[src/include/hmp_mux_pkg.sv]
// Shared types and constants for the port H/M/P pin function multiplexer
package hmp_mux_pkg;

  localparam int PORT_H_WIDTH = 8;
  localparam int PORT_M_WIDTH = 4;
  localparam int PORT_P_WIDTH = 8;
  localparam int DIV_WIDTH = 8;

  // Segment index of the first frontplane line on each port
  localparam int SEG_H_BASE = 19;
  localparam int SEG_P_BASE = 0;

  // Pin positions of shared functions
  localparam int PH_SS = 3;
  localparam int PH_SCK = 2;
  localparam int PH_MOSI = 1;
  localparam int PH_MISO = 0;
  localparam int PM_TXD = 1;
  localparam int PM_RXD = 0;
  localparam int PM_T1_LO = 2;
  localparam int PM_T1_HI = 3;
  localparam int PM_PWM_BASE = 4;
  localparam int T0_CH_TX = 3;
  localparam int T0_CH_RX = 2;

  localparam logic [DIV_WIDTH-1:0] DIV_RESET = 8'h00;

  // Selected source of one pin
  typedef enum logic [2:0] {
    SRC_GPIO = 3'b000,
    SRC_LCD = 3'b001,
    SRC_SPI = 3'b010,
    SRC_SCI = 3'b011,
    SRC_TIMER = 3'b100,
    SRC_PWM = 3'b101,
    SRC_CLK = 3'b110
  } pin_src_e;

  // Drive of one peripheral onto a pin
  typedef struct packed {
    logic en;
    logic out;
    logic oe;
  } pin_drive_s;

  // Pin-side signals of one pin
  typedef struct packed {
    logic out;
    logic oe;
  } pad_s;

endpackage
[src/core/port_hmp_pin_function_mux.sv]
// Pin function priority multiplexer for ports H, M (3:0) and P
`timescale 1ns/1ps
module port_hmp_pin_function_mux
  import hmp_mux_pkg::*;
#(
  parameter int DIV_W = DIV_WIDTH
) (
  input wire logic mclk,
  input wire logic rst_b,
  input wire logic clkEn,
  // LCD frontplane segments 26..19 (port H) and 7..0 (port P)
  input wire logic [PORT_H_WIDTH-1:0] lcdSegEnH,
  input wire logic [PORT_H_WIDTH-1:0] lcdSegOutH,
  input wire logic [PORT_P_WIDTH-1:0] lcdSegEnP,
  input wire logic [PORT_P_WIDTH-1:0] lcdSegOutP,
  // SPI signals routed to port H, indexed by pin 3..0
  input wire pin_drive_s [3:0] spiDrive,
  output logic [3:0] spiIn,
  // SCI1 on port H or M
  input wire logic sciEnH,
  input wire logic sciEnM,
  input wire logic sciTxOut,
  output logic sciRxIn,
  // Bus clock output
  input wire logic busClkOutEn,
  input wire logic [DIV_W-1:0] busClkDiv,
  // Timer channels routed to port M
  input wire pin_drive_s [1:0] timer1Drive,
  input wire pin_drive_s [1:0] timer0Drive,
  output logic [1:0] timer1In,
  output logic [1:0] timer0In,
  // PWM channels 7..0
  input wire pin_drive_s [7:0] pwmDrive,
  output logic [7:0] pwmIn,
  // General-purpose I/O per port
  input wire pad_s [PORT_H_WIDTH-1:0] gpioH,
  input wire pad_s [PORT_M_WIDTH-1:0] gpioM,
  input wire pad_s [PORT_P_WIDTH-1:0] gpioP,
  output logic [PORT_H_WIDTH-1:0] gpioInH,
  output logic [PORT_M_WIDTH-1:0] gpioInM,
  output logic [PORT_P_WIDTH-1:0] gpioInP,
  // Pins
  input wire logic [PORT_H_WIDTH-1:0] portHPinsIn,
  input wire logic [PORT_M_WIDTH-1:0] portMPinsIn,
  input wire logic [PORT_P_WIDTH-1:0] portPPinsIn,
  output logic [PORT_H_WIDTH-1:0] portHPinsOut,
  output logic [PORT_H_WIDTH-1:0] portHPinsOe,
  output logic [PORT_M_WIDTH-1:0] portMPinsOut,
  output logic [PORT_M_WIDTH-1:0] portMPinsOe,
  output logic [PORT_P_WIDTH-1:0] portPPinsOut,
  output logic [PORT_P_WIDTH-1:0] portPPinsOe,
  output pin_src_e [PORT_H_WIDTH-1:0] srcH,
  output pin_src_e [PORT_M_WIDTH-1:0] srcM,
  output pin_src_e [PORT_P_WIDTH-1:0] srcP
);

  // Index bounds of the priority groups on each port
  localparam int DIV_W_MAX = 16;
  localparam int H_LCD_ONLY_LO = 4;
  localparam int SPI_PINS = 4;
  localparam int T0_IDX_RX = 0;
  localparam int T0_IDX_TX = T0_CH_TX - T0_CH_RX;
  localparam int PM_PWM_TOP = PM_PWM_BASE + PORT_M_WIDTH;

  // The pin map is fixed wiring; refuse constants that would tear it apart
  initial begin
    if (DIV_W < 1 || DIV_W > DIV_W_MAX) begin
      $error("DIV_W must lie in 1..16");
    end
    if (PORT_H_WIDTH <= H_LCD_ONLY_LO) begin
      $error("Port H needs LCD-only pins above the shared ones");
    end
    if (PH_SS >= H_LCD_ONLY_LO || SPI_PINS != H_LCD_ONLY_LO) begin
      $error("SPI pins must sit below the LCD-only group of port H");
    end
    if (PH_MISO >= PH_MOSI || PH_MOSI >= PH_SCK || PH_SCK >= PH_SS) begin
      $error("SPI pins of port H are out of order");
    end
    if (PM_T1_HI >= PORT_M_WIDTH || PM_T1_LO > PM_T1_HI) begin
      $error("Timer 1 pins lie outside port M");
    end
    if (PM_PWM_TOP > PORT_P_WIDTH) begin
      $error("PWM channels shared with port M must exist on port P");
    end
    if (T0_IDX_TX < 1 || T0_IDX_TX >= $size(timer0Drive)) begin
      $error("Timer 0 channels must map onto the two routed drives");
    end
    if (PM_TXD == PM_RXD) begin
      $error("SCI1 transmit and receive need separate port M pins");
    end
    if (SEG_P_BASE + PORT_P_WIDTH > SEG_H_BASE) begin
      $error("Port P segments overlap port H segments");
    end
  end

  // Bus clock divider: divide by 2*(div+1), or pass-through when div is 0
  // The counter runs even while the pin is taken by a higher function, so
  // the clock comes back in phase with the divider, not with the enable
  logic [DIV_W-1:0] divCnt_reg;
  logic busClkDiv_reg;
  logic busClkOut;

  always_ff @(posedge mclk or negedge rst_b) begin
    if (!rst_b) begin
      divCnt_reg <= '0;
      busClkDiv_reg <= 1'b0;
    end else if (clkEn) begin
      if (divCnt_reg >= busClkDiv) begin
        divCnt_reg <= '0;
        busClkDiv_reg <= ~busClkDiv_reg;
      end else begin
        divCnt_reg <= divCnt_reg + 1'b1;
      end
    end
  end

  // Undivided rate is the bus clock itself; a glitch-free gate is assumed
  // upstream, so this path is combinational by necessity
  assign busClkOut = (busClkDiv == DIV_W'(DIV_RESET)) ? mclk
                                                      : busClkDiv_reg;

  // Pick the first enabled drive in priority order
  function automatic pad_s pick3(input pin_drive_s a, input pin_drive_s b,
                                 input pin_drive_s c, input pad_s g);
    pad_s r;
    r = g;
    if (a.en) begin
      r = '{out: a.out, oe: a.oe};
    end else if (b.en) begin
      r = '{out: b.out, oe: b.oe};
    end else if (c.en) begin
      r = '{out: c.out, oe: c.oe};
    end
    return r;
  endfunction

  function automatic pin_src_e src3(input logic a, input logic b,
                                    input logic c, input pin_src_e sa,
                                    input pin_src_e sb, input pin_src_e sc);
    pin_src_e r;
    r = SRC_GPIO;
    if (a) begin
      r = sa;
    end else if (b) begin
      r = sb;
    end else if (c) begin
      r = sc;
    end
    return r;
  endfunction

  // Input return of one function: its pin level while it owns the pin,
  // else 0, so a function that lost the pin never sees foreign traffic
  function automatic logic owned(input pin_src_e src, input pin_src_e fn,
                                 input logic level);
    return (src == fn) & level;
  endfunction

  // Drive records of the functions that do not come as structs
  pin_drive_s noDrv;
  pin_drive_s lcdH [PORT_H_WIDTH];
  pin_drive_s lcdP [PORT_P_WIDTH];
  pin_drive_s sciTxDrvH;
  pin_drive_s sciRxDrvH;
  pin_drive_s sciTxDrvM;
  pin_drive_s sciRxDrvM;
  pin_drive_s clkDrv;
  pad_s padH [PORT_H_WIDTH];
  pad_s padM [PORT_M_WIDTH];
  pad_s padP [PORT_P_WIDTH];
  logic sciRxH;
  logic sciRxM;

  always_comb begin
    noDrv = '{en: 1'b0, out: 1'b0, oe: 1'b0};
    for (int i = 0; i < PORT_H_WIDTH; i++) begin
      lcdH[i] = '{en: lcdSegEnH[i], out: lcdSegOutH[i], oe: 1'b1};
    end
    for (int i = 0; i < PORT_P_WIDTH; i++) begin
      lcdP[i] = '{en: lcdSegEnP[i], out: lcdSegOutP[i], oe: 1'b1};
    end
    sciTxDrvH = '{en: sciEnH, out: sciTxOut, oe: 1'b1};
    sciRxDrvH = '{en: sciEnH, out: 1'b0, oe: 1'b0};
    sciTxDrvM = '{en: sciEnM, out: sciTxOut, oe: 1'b1};
    sciRxDrvM = '{en: sciEnM, out: 1'b0, oe: 1'b0};
    clkDrv = '{en: busClkOutEn, out: busClkOut, oe: 1'b1};
  end

  // Port H: LCD-only pins on top, shared SPI/SCI/clock pins below
  always_comb begin
    for (int i = H_LCD_ONLY_LO; i < PORT_H_WIDTH; i++) begin
      padH[i] = pick3(lcdH[i], noDrv, noDrv, gpioH[i]);
      srcH[i] = src3(lcdSegEnH[i], 1'b0, 1'b0, SRC_LCD, SRC_GPIO, SRC_GPIO);
    end
    padH[PH_SS] = pick3(lcdH[PH_SS], spiDrive[PH_SS], noDrv,
                        gpioH[PH_SS]);
    srcH[PH_SS] = src3(lcdSegEnH[PH_SS], spiDrive[PH_SS].en, 1'b0,
                       SRC_LCD, SRC_SPI, SRC_GPIO);
    padH[PH_SCK] = pick3(lcdH[PH_SCK], spiDrive[PH_SCK], clkDrv,
                         gpioH[PH_SCK]);
    srcH[PH_SCK] = src3(lcdSegEnH[PH_SCK], spiDrive[PH_SCK].en,
                        busClkOutEn, SRC_LCD, SRC_SPI, SRC_CLK);
    padH[PH_MOSI] = pick3(lcdH[PH_MOSI], sciTxDrvH, spiDrive[PH_MOSI],
                          gpioH[PH_MOSI]);
    srcH[PH_MOSI] = src3(lcdSegEnH[PH_MOSI], sciEnH, spiDrive[PH_MOSI].en,
                         SRC_LCD, SRC_SCI, SRC_SPI);
    padH[PH_MISO] = pick3(lcdH[PH_MISO], sciRxDrvH, spiDrive[PH_MISO],
                          gpioH[PH_MISO]);
    srcH[PH_MISO] = src3(lcdSegEnH[PH_MISO], sciEnH, spiDrive[PH_MISO].en,
                         SRC_LCD, SRC_SCI, SRC_SPI);
    for (int i = 0; i < PORT_H_WIDTH; i++) begin
      portHPinsOut[i] = padH[i].out;
      portHPinsOe[i] = padH[i].oe;
    end
  end

  // Port M: no LCD here, timers and SCI1 outrank PWM
  always_comb begin
    for (int i = PM_T1_LO; i <= PM_T1_HI; i++) begin
      padM[i] = pick3(timer1Drive[i-PM_T1_LO], pwmDrive[i+PM_PWM_BASE],
                      noDrv, gpioM[i]);
      srcM[i] = src3(timer1Drive[i-PM_T1_LO].en, pwmDrive[i+PM_PWM_BASE].en,
                     1'b0, SRC_TIMER, SRC_PWM, SRC_GPIO);
    end
    padM[PM_TXD] = pick3(sciTxDrvM, timer0Drive[T0_IDX_TX],
                         pwmDrive[PM_TXD+PM_PWM_BASE],
                         gpioM[PM_TXD]);
    srcM[PM_TXD] = src3(sciEnM, timer0Drive[T0_IDX_TX].en,
                        pwmDrive[PM_TXD+PM_PWM_BASE].en,
                        SRC_SCI, SRC_TIMER, SRC_PWM);
    padM[PM_RXD] = pick3(sciRxDrvM, timer0Drive[T0_IDX_RX],
                         pwmDrive[PM_RXD+PM_PWM_BASE],
                         gpioM[PM_RXD]);
    srcM[PM_RXD] = src3(sciEnM, timer0Drive[T0_IDX_RX].en,
                        pwmDrive[PM_RXD+PM_PWM_BASE].en,
                        SRC_SCI, SRC_TIMER, SRC_PWM);
    for (int i = 0; i < PORT_M_WIDTH; i++) begin
      portMPinsOut[i] = padM[i].out;
      portMPinsOe[i] = padM[i].oe;
    end
  end

  // Port P: LCD segments outrank PWM on every pin
  always_comb begin
    for (int i = 0; i < PORT_P_WIDTH; i++) begin
      padP[i] = pick3(lcdP[i], pwmDrive[i], noDrv, gpioP[i]);
      srcP[i] = src3(lcdSegEnP[i], pwmDrive[i].en, 1'b0,
                     SRC_LCD, SRC_PWM, SRC_GPIO);
      portPPinsOut[i] = padP[i].out;
      portPPinsOe[i] = padP[i].oe;
    end
  end

  // Input returns: each function but GPIO sees its pin only while it owns it
  always_comb begin
    for (int i = 0; i < SPI_PINS; i++) begin
      spiIn[i] = owned(srcH[i], SRC_SPI, portHPinsIn[i]);
    end
    // Both SCI1 routes enabled at once ORs the two receive levels;
    // software must keep to one route
    sciRxH = owned(srcH[PH_MISO], SRC_SCI, portHPinsIn[PH_MISO]);
    sciRxM = owned(srcM[PM_RXD], SRC_SCI, portMPinsIn[PM_RXD]);
    sciRxIn = sciRxH | sciRxM;
    timer1In[0] = owned(srcM[PM_T1_LO], SRC_TIMER, portMPinsIn[PM_T1_LO]);
    timer1In[1] = owned(srcM[PM_T1_HI], SRC_TIMER, portMPinsIn[PM_T1_HI]);
    timer0In[T0_IDX_RX] = owned(srcM[PM_RXD], SRC_TIMER,
                                portMPinsIn[PM_RXD]);
    timer0In[T0_IDX_TX] = owned(srcM[PM_TXD], SRC_TIMER,
                                portMPinsIn[PM_TXD]);
    for (int i = 0; i < PORT_P_WIDTH; i++) begin
      pwmIn[i] = owned(srcP[i], SRC_PWM, portPPinsIn[i]);
    end
    // PWM 7..4 appear on both ports; either owned pin reaches the channel
    for (int i = 0; i < PORT_M_WIDTH; i++) begin
      pwmIn[i+PM_PWM_BASE] = pwmIn[i+PM_PWM_BASE]
                           | owned(srcM[i], SRC_PWM, portMPinsIn[i]);
    end
    // GPIO always reads the raw pin, whoever drives it
    gpioInH = portHPinsIn;
    gpioInM = portMPinsIn;
    gpioInP = portPPinsIn;
  end

endmodule

[config.mk]
export PLATFORM = sky130hd
export DESIGN_NAME = port_hmp_pin_function_mux
export DESIGN_NICKNAME = d
export VERILOG_FILES = /design/src/include/hmp_mux_pkg.sv /design/src/core/port_hmp_pin_function_mux.sv
export SDC_FILE = /design/constraint.sdc
export NUM_CORES = 1
export LEC_CHECK = 0
export BUFFER_PORTS_ARGS = -buffer_cell sky130_fd_sc_hd__buf_2
export CELL_PAD_IN_SITES_DETAIL_PLACEMENT = 1
export CELL_PAD_IN_SITES_GLOBAL_PLACEMENT = 2
export CORE_ASPECT_RATIO = 1.4
export CORE_MARGIN = 5
export CORE_UTILIZATION = 14
export DETAILED_ROUTE_END_ITERATION = 10
export PLACE_DENSITY = 0.95
export SYNTH_ARGS = -nofsm -noshare
export SYNTH_HDL_FRONTEND = slang
export SYNTH_SLANG_ARGS = --single-unit
[constraint.sdc]
create_clock -name mclk -period 2.86 [get_ports mclk]
set_input_delay 0.143 -clock mclk [delete_from_list [all_inputs] [get_ports mclk]]
set_output_delay 0.143 -clock mclk [all_outputs]
set_load 0.02 [all_outputs]
# After elaboration in Yosys (flattened, before gate mapping)
# Cells that the tools add are included.
# totals
regBits,9
in_bits,155
output_inout_bits,137
elab_cells,136
# op_classes
n_addsub,1
magnitude_cmp,1
eq_ne,22
mux,80
bitwise_logic,28
n_reduce_logical,2
# ops
cell,count
2-bit 2-to-1 mux,49
3-bit 2-to-1 mux,25
3-bit == test (second input constant),16
1-bit bitwise AND,22
3-bit by 2-bit == test with 1-bit output (second input constant),6
8-bit by 1-bit adder with 8-bit output (second input constant),1
8-bit >= comparator,1
8-bit logical NOT,1
8-bit 2-to-1 mux,1
1-bit 2-to-1 mux,5
1-bit OR,5
2-bit AND reduction,1
1-bit inverter,1

# Depth between registers and ports, before layout
# Gate-level depths: netlist (run 1).
# depth
ltp_word,6
mapped_depth,7
mapped_depth_nobuf,7

==> results of run 1 <==
[area by class of cell]
class,instances,share of cell area [%]
clock buffer,8,4.53
inverter,24,2.57
multi-input combinational,237,42.1
sequential,9,6.42
tap,192,6.85
timing repair buffer,262,37.5
[timing repair]
action / 4_1_cts / 5_1_grt
gates resized for setup: 0 / 0
hold endpoints to repair: 9 / 0
hold buffers: 1 / 0
[synth_stat cells (all sizes together) (3+ instances only)]
library cell and n:
nor3b 5, a31oi 3, inv 23, nor4 4, and2 7, o21ai 29
ha 9, a21oi 11, nand3 5, nor2b 21, a211o 5, or2 15
mux2i 22, dfrtp 9, clkbuf 5, buf 49, mux2 4, nor2 22
nand2 31, xor2 3
[where the power goes]
group / leakage [nW] / internal (mW) / switching [mW]
Combinational: 1.80 / 0.280 / 0.428
Sequential: 0.115 / 0.172 / 0.0562
Clock: 0.0822 / 0.369 / 0.103
[routing by layer]
metal / track usage (%) / routed length [um] / share of wire (%) / vias to the layer above
met4: 4.35 / 178 / 1.4 / 12
met3: 8.75 / 2090 / 17 / 23
met5: 0 / 82 / 0.67 / -
met2: 22.6 / 5890 / 48 / 191
met1: 12.7 / 4040 / 33 / 1326
li1: - / - / - / 1428
[logic make-up after synthesis]
kind of cell / Yosys count / share of synthesized area (%)
and+or+nand+nor: 117 / 28.6
AOI/OAI and AO/OA: 60 / 18.2
adders and majority gates: 9 / 5.36
muxes: 26 / 12.6
buffers and inverters: 78 / 22.7
xor gates and xnor gates: 4 / 1.67
DFF: 9 / 10.7
other: 1 / 0.178
[worst reg2reg max path, cell delays in order, from the launching register on]
cell and delay (ps):
dfrtp_1 420, inv_1 100, ha_1 270, and3_1 140, o21ai_1 70, a311o_4 470
a31oi_1 210, o22ai_1 120
[worst min-delay path by stage]
stage | slack (ps) | end | cells after the start | from
after global placement | 4 | divCnt_reg[0]$_DFFE_PN0P_ | 1 | rst_b
final | 30 | divCnt_reg[0]$_DFFE_PN0P_ | 2 | clkEn
after CTS | 30 | divCnt_reg[0]$_DFFE_PN0P_ | 2 | clkEn
after detailed placement | 7 | divCnt_reg[0]$_DFFE_PN0P_ | 1 | rst_b
after floorplan | -150 | busClkDiv_reg$_DFFE_PN0P_ | 0 | rst_b
after global routing | 60 | divCnt_reg[0]$_DFFE_PN0P_ | 2 | clkEn
==> impl_results.md, run 1 <==
* Result of the run: complete, no violations
* Maximum number of pins on one net before global-route repair at 17
* Most numerous cell on the critical path: clkbuf_16
* Worst setup path start: mclk
* CP Data Required Time at 2720 ps
* Worst-path maximum fanout at 2
* Critical Path Slowest Stage Cell: a311o_1
* # port buffers at 262
* Most area-hungry cell type in the Yosys netlist: buf_4
* Total number of yosys warnings at 0
* Weighted congestion at the end of routability-driven global placement at 0.889
* Final hold violation count at 0
* Commonest non-fill, non-tap cells in the layout: 262 x buf_2, 31 x nand2_1, 25 x o21ai_1
* Instance count on the critical path at 6
* Largest delay contributor family on the critical path: buffers and inverters
* Critical path endpoint category: output port
* Total overflow reported by the global router at 0
* Flip-flop and latch count after synthesis at 9
* Areal power density over the cells at 401 nW/um^2
* DRC at 0
* Area taken by multi-input logic gates at 1480 sq um
* Cell row count at 53
* Fill cell count at 1963
* Slowest stage delay, CP at 200 ps
* Initial DRT Pass Iterations at 4
* Start of the worst register-to-register path: divCnt_reg[0]$_DFFE_PN0P_
* Async set-reset flop share out of synthesis at 100%
* Vert. Die Dim at 155 um
* Number of buffers inserted by post-CTS setup repair at 0
* Die width at 114 um
* Register-to-register setup slack at 930 ps
* GR Util All Layers at 13.2%
* Final antenna diode count at 0
* Boundary Pins at 292
* Final hold slack at 31.9 ps
* Non-Filler Cell Area, Final at 3510 sq um
* Critical path buffers and inverters at 3
* Remaining antenna violation count after routing at 0
* Setup TNS after final layout at 0 ps
* Transition time at the pin with the least slew margin at 573 ps
* Clock insertion delay at the later pin of the skew report at 350 ps
* Initial Utilization at 14.1%
* Synthesized area at 2100 sq um
* Total power consumption of the routed design at 1.41 mW
* Average cell area after synthesis at 6.91 sq um
* Total count of max-transition violations in the final report at 0
* Number of distinct library cells after synthesis at 41
* Commonest register cell after synthesis: dfrtp_1
* Core Box Area at 14900 sq um
* Iteration-0 DRC count of the detailed router at 70
* Critical-path cell list: clkbuf_16 > clkbuf_16 > nand3_1 > a311o_1 > a21oi_1 > buf_2
* Worst-case reg-to-reg path depth at 7
* Largest voltage drop on the vdd net at 0.482 mV
* Share of cells above drive strength 1 at 52.4%
* Post-synth top area share at 17.5%
* Placed instance count at 724
* CTS tree: yes
* Final WL at 12300 um
* Most frequent standard cell in the layout excluding fill and tap cells: buf_2
* Via count of the routed design at 2980
* Sequential element share of the synthesized area at 10.7%
* Number of standard cells in the layout, taps in and fillers out at 732
* Max cap viols at 0
* Number of flops mapped to enable cells by yosys at 0
* Global-route wire length before repair at 17600 um
* Synth top area cells: buf_4 18%, dfrtp_1 11%, mux2i_1 10%, nor2b_1 6.3%, o21ai_1 6.0%
* Gate Count Post-Synth at 304
* Flip-flop count of the largest register after layout at 8
* Cell area reported after detailed placement at 3340 sq um
* Initial antenna violation count at 6
* CP Capture Point: portHPinsOut[2]
* Post-route setup slack at 529 ps
* Die footprint at 17600 sq um
* Unrepaired setup endpoints after global routing: no
* Min-Delay Path Class: input port to flip-flop
* Via count of the first global-routing pass at 3190
* Start-to-end type of the worst setup path: clock port to output port
* Post-detail-place hpwl at 11100 um
* Data arrival time of the worst path at 2190 ps
* Number of vias per cell after detailed routing at 4.07
* Standby leakage power at 2.00 nW
* Worst r2r dst: divCnt_reg[2]$_DFFE_PN0P_
* Layout net count at 705
* Average wire per standard cell at 16.8 um
* Final clock skew at 4.99 ps
* Relative max-transition margin at 61.4%
* Final Setup Violations at 0
* Fin util at 23.5%
* P&R area growth vs syn at 66.8%
* Setup Slack @ Placement at 895 ps
* Sequential cell area at 225 sq um
* CP startpoint kind: clock port
* Clock-pin slew on the worst setup and hold paths at 40 ps
No activity file was read; power rests on OpenSTA's default activity.
==> run 2: changes to the inputs <==
--- a/config.mk
+++ b/config.mk
@@ -10,9 +10,9 @@
 export CELL_PAD_IN_SITES_GLOBAL_PLACEMENT = 2
 export CORE_ASPECT_RATIO = 1.4
 export CORE_MARGIN = 5
-export CORE_UTILIZATION = 14
+export CORE_UTILIZATION = 13
 export DETAILED_ROUTE_END_ITERATION = 10
-export PLACE_DENSITY = 0.95
+export PLACE_DENSITY = 0.9
 export SYNTH_ARGS = -nofsm -noshare
 export SYNTH_HDL_FRONTEND = slang
 export SYNTH_SLANG_ARGS = --single-unit
==> constraint.sdc (replaced) <==
create_clock -name mclk -period 2.2 [get_ports mclk]
set_input_delay 0.11 -clock mclk [delete_from_list [all_inputs] [get_ports mclk]]
set_output_delay 0.11 -clock mclk [all_outputs]
set_load 0.02 [all_outputs]
==> impl_results.md, run 2 (synthesis results as in run 1) <==
* Result of the run: complete, no violations
* Standby leakage power at 2.01 nW
* Weighted congestion at the end of routability-driven global placement at 0.806
* Layout net count at 706
* CTS tree: yes
* Flip-flop count of the largest register after layout at 8
* Share of cells above drive strength 1 at 52.3%
* Global-route wire length before repair at 18700 um
* Clock-pin slew on the worst setup and hold paths at 40 ps
* # port buffers at 262
* Start of the worst register-to-register path: divCnt_reg[0]$_DFFE_PN0P_
* Slowest stage delay, CP at 200 ps
* Boundary Pins at 292
* Register-to-register setup slack at 310 ps
* Average wire per standard cell at 17.2 um
* Critical path buffers and inverters at 3
* Final clock skew at 2.48 ps
* Largest delay contributor family on the critical path: buffers and inverters
* Die width at 117 um
* DRC at 0
* Relative max-transition margin at 67.1%
* Number of vias per cell after detailed routing at 4.06
* Number of buffers inserted by post-CTS setup repair at 0
* Commonest non-fill, non-tap cells in the layout: 262 x buf_2, 31 x nand2_1, 25 x o21ai_1
* CP startpoint kind: clock port
* Post-route setup slack at 240 ps
* Total count of max-transition violations in the final report at 0
* Most numerous cell on the critical path: clkbuf_16
* Remaining antenna violation count after routing at 0
* GR Util All Layers at 12.7%
* Cell row count at 55
* Unrepaired setup endpoints after global routing: no
* CP Data Required Time at 2090 ps
* Die footprint at 18800 sq um
* Min-Delay Path Class: input port to asynchronous set/reset pin
* Most frequent standard cell in the layout excluding fill and tap cells: buf_2
* Start-to-end type of the worst setup path: clock port to output port
* Clock insertion delay at the later pin of the skew report at 350 ps
* Non-Filler Cell Area, Final at 3520 sq um
* Max cap viols at 0
* Areal power density over the cells at 517 nW/um^2
* Core Box Area at 16000 sq um
* Initial DRT Pass Iterations at 4
* Final WL at 12800 um
* Critical-path cell list: clkbuf_16 > clkbuf_16 > nand3_1 > a311o_1 > a21oi_1 > buf_2
* Setup Slack @ Placement at 315 ps
* Placed instance count at 731
* Critical Path Slowest Stage Cell: a311o_1
* Initial antenna violation count at 5
* Largest voltage drop on the vdd net at 0.628 mV
* Final Setup Violations at 0
* Worst r2r dst: busClkDiv_reg$_DFFE_PN0P_
* Worst-case reg-to-reg path depth at 7
* Maximum number of pins on one net before global-route repair at 17
* Total overflow reported by the global router at 0
* Final antenna diode count at 0
* Cell area reported after detailed placement at 3350 sq um
* Via count of the routed design at 3005
* Post-detail-place hpwl at 11400 um
* Setup TNS after final layout at 0 ps
* Data arrival time of the worst path at 1850 ps
* Final hold violation count at 0
* Transition time at the pin with the least slew margin at 489 ps
* P&R area growth vs syn at 67.7%
* Initial Utilization at 13.1%
* Vert. Die Dim at 160 um
* Total power consumption of the routed design at 1.82 mW
* Worst-path maximum fanout at 2
* Critical path endpoint category: output port
* Via count of the first global-routing pass at 3164
* Iteration-0 DRC count of the detailed router at 77
* Number of standard cells in the layout, taps in and fillers out at 740
run 2: final cells by class:
class | instances | area [sq um]
fillers | 2078 | 12500
inverters | 24 | 90.1
multi-input cells | 237 | 1480
well taps | 199 | 249
clock buffers | 8 | 159
repair buffers | 263 | 1330
flip-flops and latches | 9 | 225
run 2: stage by stage:
step / hold WS (ps) / util, %
4_1_cts: 158 / 22.0
5_1_grt: 174 / 22.0
3_3_place_gp: -23.4 / 20.9
6_report: 146 / 22.0
2_1_floorplan: -186 / -
3_5_place_dp: -12.7 / 20.9
run 2: what timing repair did:
action | 4_1_cts | 5_1_grt
endpoints found under the hold margin | 10 | 0
resized for setup | 0 | 0
hold buffers | 2 | 0
run 2: how the worst max path moves through the flow:
stage	end	slack [ps]	from	depth (start not counted)
5_1_grt	busClkDiv_reg$_DFFE_PN0P_	160	divCnt_reg[0]$_DFFE_PN0P_	7
4_1_cts	portHPinsOut[2]	170	mclk	6
2_1_floorplan	busClkDiv_reg$_DFFE_PN0P_	460	divCnt_reg[0]$_DFFE_PN0P_	7
3_5_place_dp	busClkDiv_reg$_DFFE_PN0P_	310	divCnt_reg[0]$_DFFE_PN0P_	7
3_3_place_gp	busClkDiv_reg$_DFFE_PN0P_	350	divCnt_reg[0]$_DFFE_PN0P_	7
6_report	portHPinsOut[2]	240	mclk	6
run 2: layer usage:
| layer | vias to the layer above | GRT usage (%) | routed length [um] |
|---|---|---|---|
| met2 | 192 | 21.8 | 6100 |
| met5 | - | 0 | 76 |
| met1 | 1347 | 12.5 | 4360 |
| met3 | 24 | 8.88 | 2040 |
| li1 | 1432 | - | - |
| met4 | 10 | 3.39 | 176 |
run 2: worst reg2reg max path, cell delays in order (launching register included):
cell,delay (ps)
dfrtp_1,410
inv_1,90
ha_1,270
and3_1,140
o21ai_1,60
a311o_4,470
a21oi_4,210
xor2_1,150
run 2: where the power goes:
part / switching, mW / leakage, nW / total [mW] / internal (mW)
clock network: 0.135 / 0.0822 / 0.614 / 0.480
registers: 0.0728 / 0.115 / 0.297 / 0.224
logic: 0.549 / 1.81 / 0.912 / 0.363
==> run 3: changes to the inputs <==
--- a/config.mk
+++ b/config.mk
@@ -6,13 +6,13 @@
 export NUM_CORES = 1
 export LEC_CHECK = 0
 export BUFFER_PORTS_ARGS = -buffer_cell sky130_fd_sc_hd__buf_2
-export CELL_PAD_IN_SITES_DETAIL_PLACEMENT = 1
-export CELL_PAD_IN_SITES_GLOBAL_PLACEMENT = 2
+export CELL_PAD_IN_SITES_DETAIL_PLACEMENT = 0
+export CELL_PAD_IN_SITES_GLOBAL_PLACEMENT = 1
 export CORE_ASPECT_RATIO = 1.4
 export CORE_MARGIN = 5
-export CORE_UTILIZATION = 13
+export CORE_UTILIZATION = 18
 export DETAILED_ROUTE_END_ITERATION = 10
-export PLACE_DENSITY = 0.9
+export PLACE_DENSITY = 0.88
 export SYNTH_ARGS = -nofsm -noshare
 export SYNTH_HDL_FRONTEND = slang
 export SYNTH_SLANG_ARGS = --single-unit
==> impl_results.md, run 3 (synthesis results as in run 1) <==
* Final hold violation count at 0
* Slowest stage delay, CP at 170 ps
* Clock insertion delay at the later pin of the skew report at 360 ps
* Worst r2r dst: busClkDiv_reg$_DFFE_PN0P_
* Fill cell count at 1292
* Most numerous cell on the critical path: clkbuf_16
* Boundary Pins at 292
* Largest voltage drop on the vdd net at 0.475 mV
* Critical-path cell list: clkbuf_16 > clkbuf_16 > nand3_1 > a311o_1 > a21oi_1 > buf_2
* Peak clock frequency supported by timing at 0.532 GHz
* GR Util All Layers at 15.1%
* Initial antenna violation count at 2
* Vert. Die Dim at 138 um
* Final clock skew at 5.99 ps
* Data arrival time of the worst path at 1780 ps
* Commonest non-fill, non-tap cells in the layout: 262 x buf_2, 31 x nand2_1, 25 x o21ai_1
* Critical Path Slowest Stage Cell: a311o_1
* Max cap viols at 0
* Layout net count at 705
* Flip-flop count of the largest register after layout at 8
* Share of cells above drive strength 1 at 52.4%
* Start of the worst register-to-register path: divCnt_reg[0]$_DFFE_PN0P_
* Most frequent standard cell in the layout excluding fill and tap cells: buf_2
* Iteration-0 DRC count of the detailed router at 75
* Core Box Area at 11400 sq um
* Setup TNS after final layout at 0 ps
* Worst min-delay path endpoint: divCnt_reg[0]$_DFFE_PN0P_
* Maximum number of pins on one net before global-route repair at 17
* Critical path endpoint category: output port
* Via count of the first global-routing pass at 2967
* CP Data Required Time at 2090 ps
* Worst-path maximum fanout at 2
* Critical path buffers and inverters at 3
* Worst hold path depth at 2
* Weighted congestion at the end of routability-driven global placement at 0.811
* Final Setup Violations at 0
* Min-Delay Path Class: input port to flip-flop
* Initial DRT Pass Iterations at 4
* Fin util at 30.2%
* Period Utilization, post-route at 85.9%
* Cell row count at 46
* Die width at 101 um
* Average wire per standard cell at 16.8 um
* CTS tree: yes
* Worst setup path start: mclk
* Result of the run: complete, no violations
* # port buffers at 262
* Clock-pin slew on the worst setup and hold paths at 40 ps
* Via count of the routed design at 2942
* P&R area growth vs syn at 63.9%
* Final antenna diode count at 0
* Die footprint at 14000 sq um
* Largest delay contributor family on the critical path: buffers and inverters
* CP startpoint kind: clock port
* Initial Utilization at 18.4%
* Standby leakage power at 2.00 nW
* Remaining antenna violation count after routing at 0
* Hold Path Origin: clkEn
* Number of vias per cell after detailed routing at 4.30
* Post-detail-place hpwl at 10500 um
* Start-to-end type of the worst setup path: clock port to output port
* Areal power density over the cells at 525 nW/um^2
* Register-to-register setup slack at 320 ps
* Global-route wire length before repair at 15600 um
* Worst-case reg-to-reg path depth at 7
* Final WL at 11500 um
* Unrepaired setup endpoints after global routing: no
* Total overflow reported by the global router at 0
* Total count of max-transition violations in the final report at 0
* Final min period at 1890 ps
* Final hold slack at 6.80 ps
* DRC at 0
[run 3: how the worst max path moves through the flow]
stage | cells after the start | to
2_1_floorplan | 7 | busClkDiv_reg$_DFFE_PN0P_
3_3_place_gp | 7 | busClkDiv_reg$_DFFE_PN0P_
3_5_place_dp | 7 | busClkDiv_reg$_DFFE_PN0P_
4_1_cts | 6 | portHPinsOut[2]
5_1_grt | 7 | busClkDiv_reg$_DFFE_PN0P_
6_report | 6 | portHPinsOut[2]
[run 3: timing repair]
action,4_1_cts,5_1_grt
hold buffers,1,0
setup buffers,0,0
gates resized for setup,0,0
hold endpoints to repair,9,0
[run 3: worst register-to-register path: stages, from the launching register on]
cell	delay [ps]
dfrtp_1	420
inv_1	90
ha_1	280
and3_1	130
o21ai_1	60
a311o_4	460
a21oi_4	210
xor2_1	150
[run 3: per-layer routing]
layer | vias to the layer above | GRT usage (%) | routed length [um]
met1 | 1271 | 15.9 | 3900
met5 | - | 0 | 21
met2 | 225 | 27.1 | 5530
li1 | 1427 | - | -
met3 | 15 | 6.95 | 1930
met4 | 4 | 3.77 | 102
[run 3: report_power, final]
group | switching, mW | leakage [nW] | total [mW] | internal, mW
Combinational | 0.539 | 1.80 | 0.900 | 0.362
Clock | 0.135 | 0.0822 | 0.615 | 0.480
Sequential | 0.0708 | 0.115 | 0.295 | 0.224
Total | 0.745 | 2.00 | 1.81 | 1.06
[run 3: area by class of cell]
cell class / count / area, sq um / share of cell area [%]
repair buffers: 262 / 1320 / 38.2
clock buffers: 8 / 159 / 4.61
well taps: 144 / 180 / 5.23
flip-flops and latches: 9 / 225 / 6.54
multi-input cells: 237 / 1480 / 42.8
inverters: 24 / 90.1 / 2.61
[run 3: metrics by stage]
step	area [sq um]	std cells	setup WS [ps]	total power [mW]
after floorplan	2180	324	458	0.881
after global placement	3280	676	364	1.19
after detailed placement	3280	676	310	1.21
after CTS	3450	684	282	1.83
after global routing	3450	684	170	1.95
final	3450	684	309	1.81
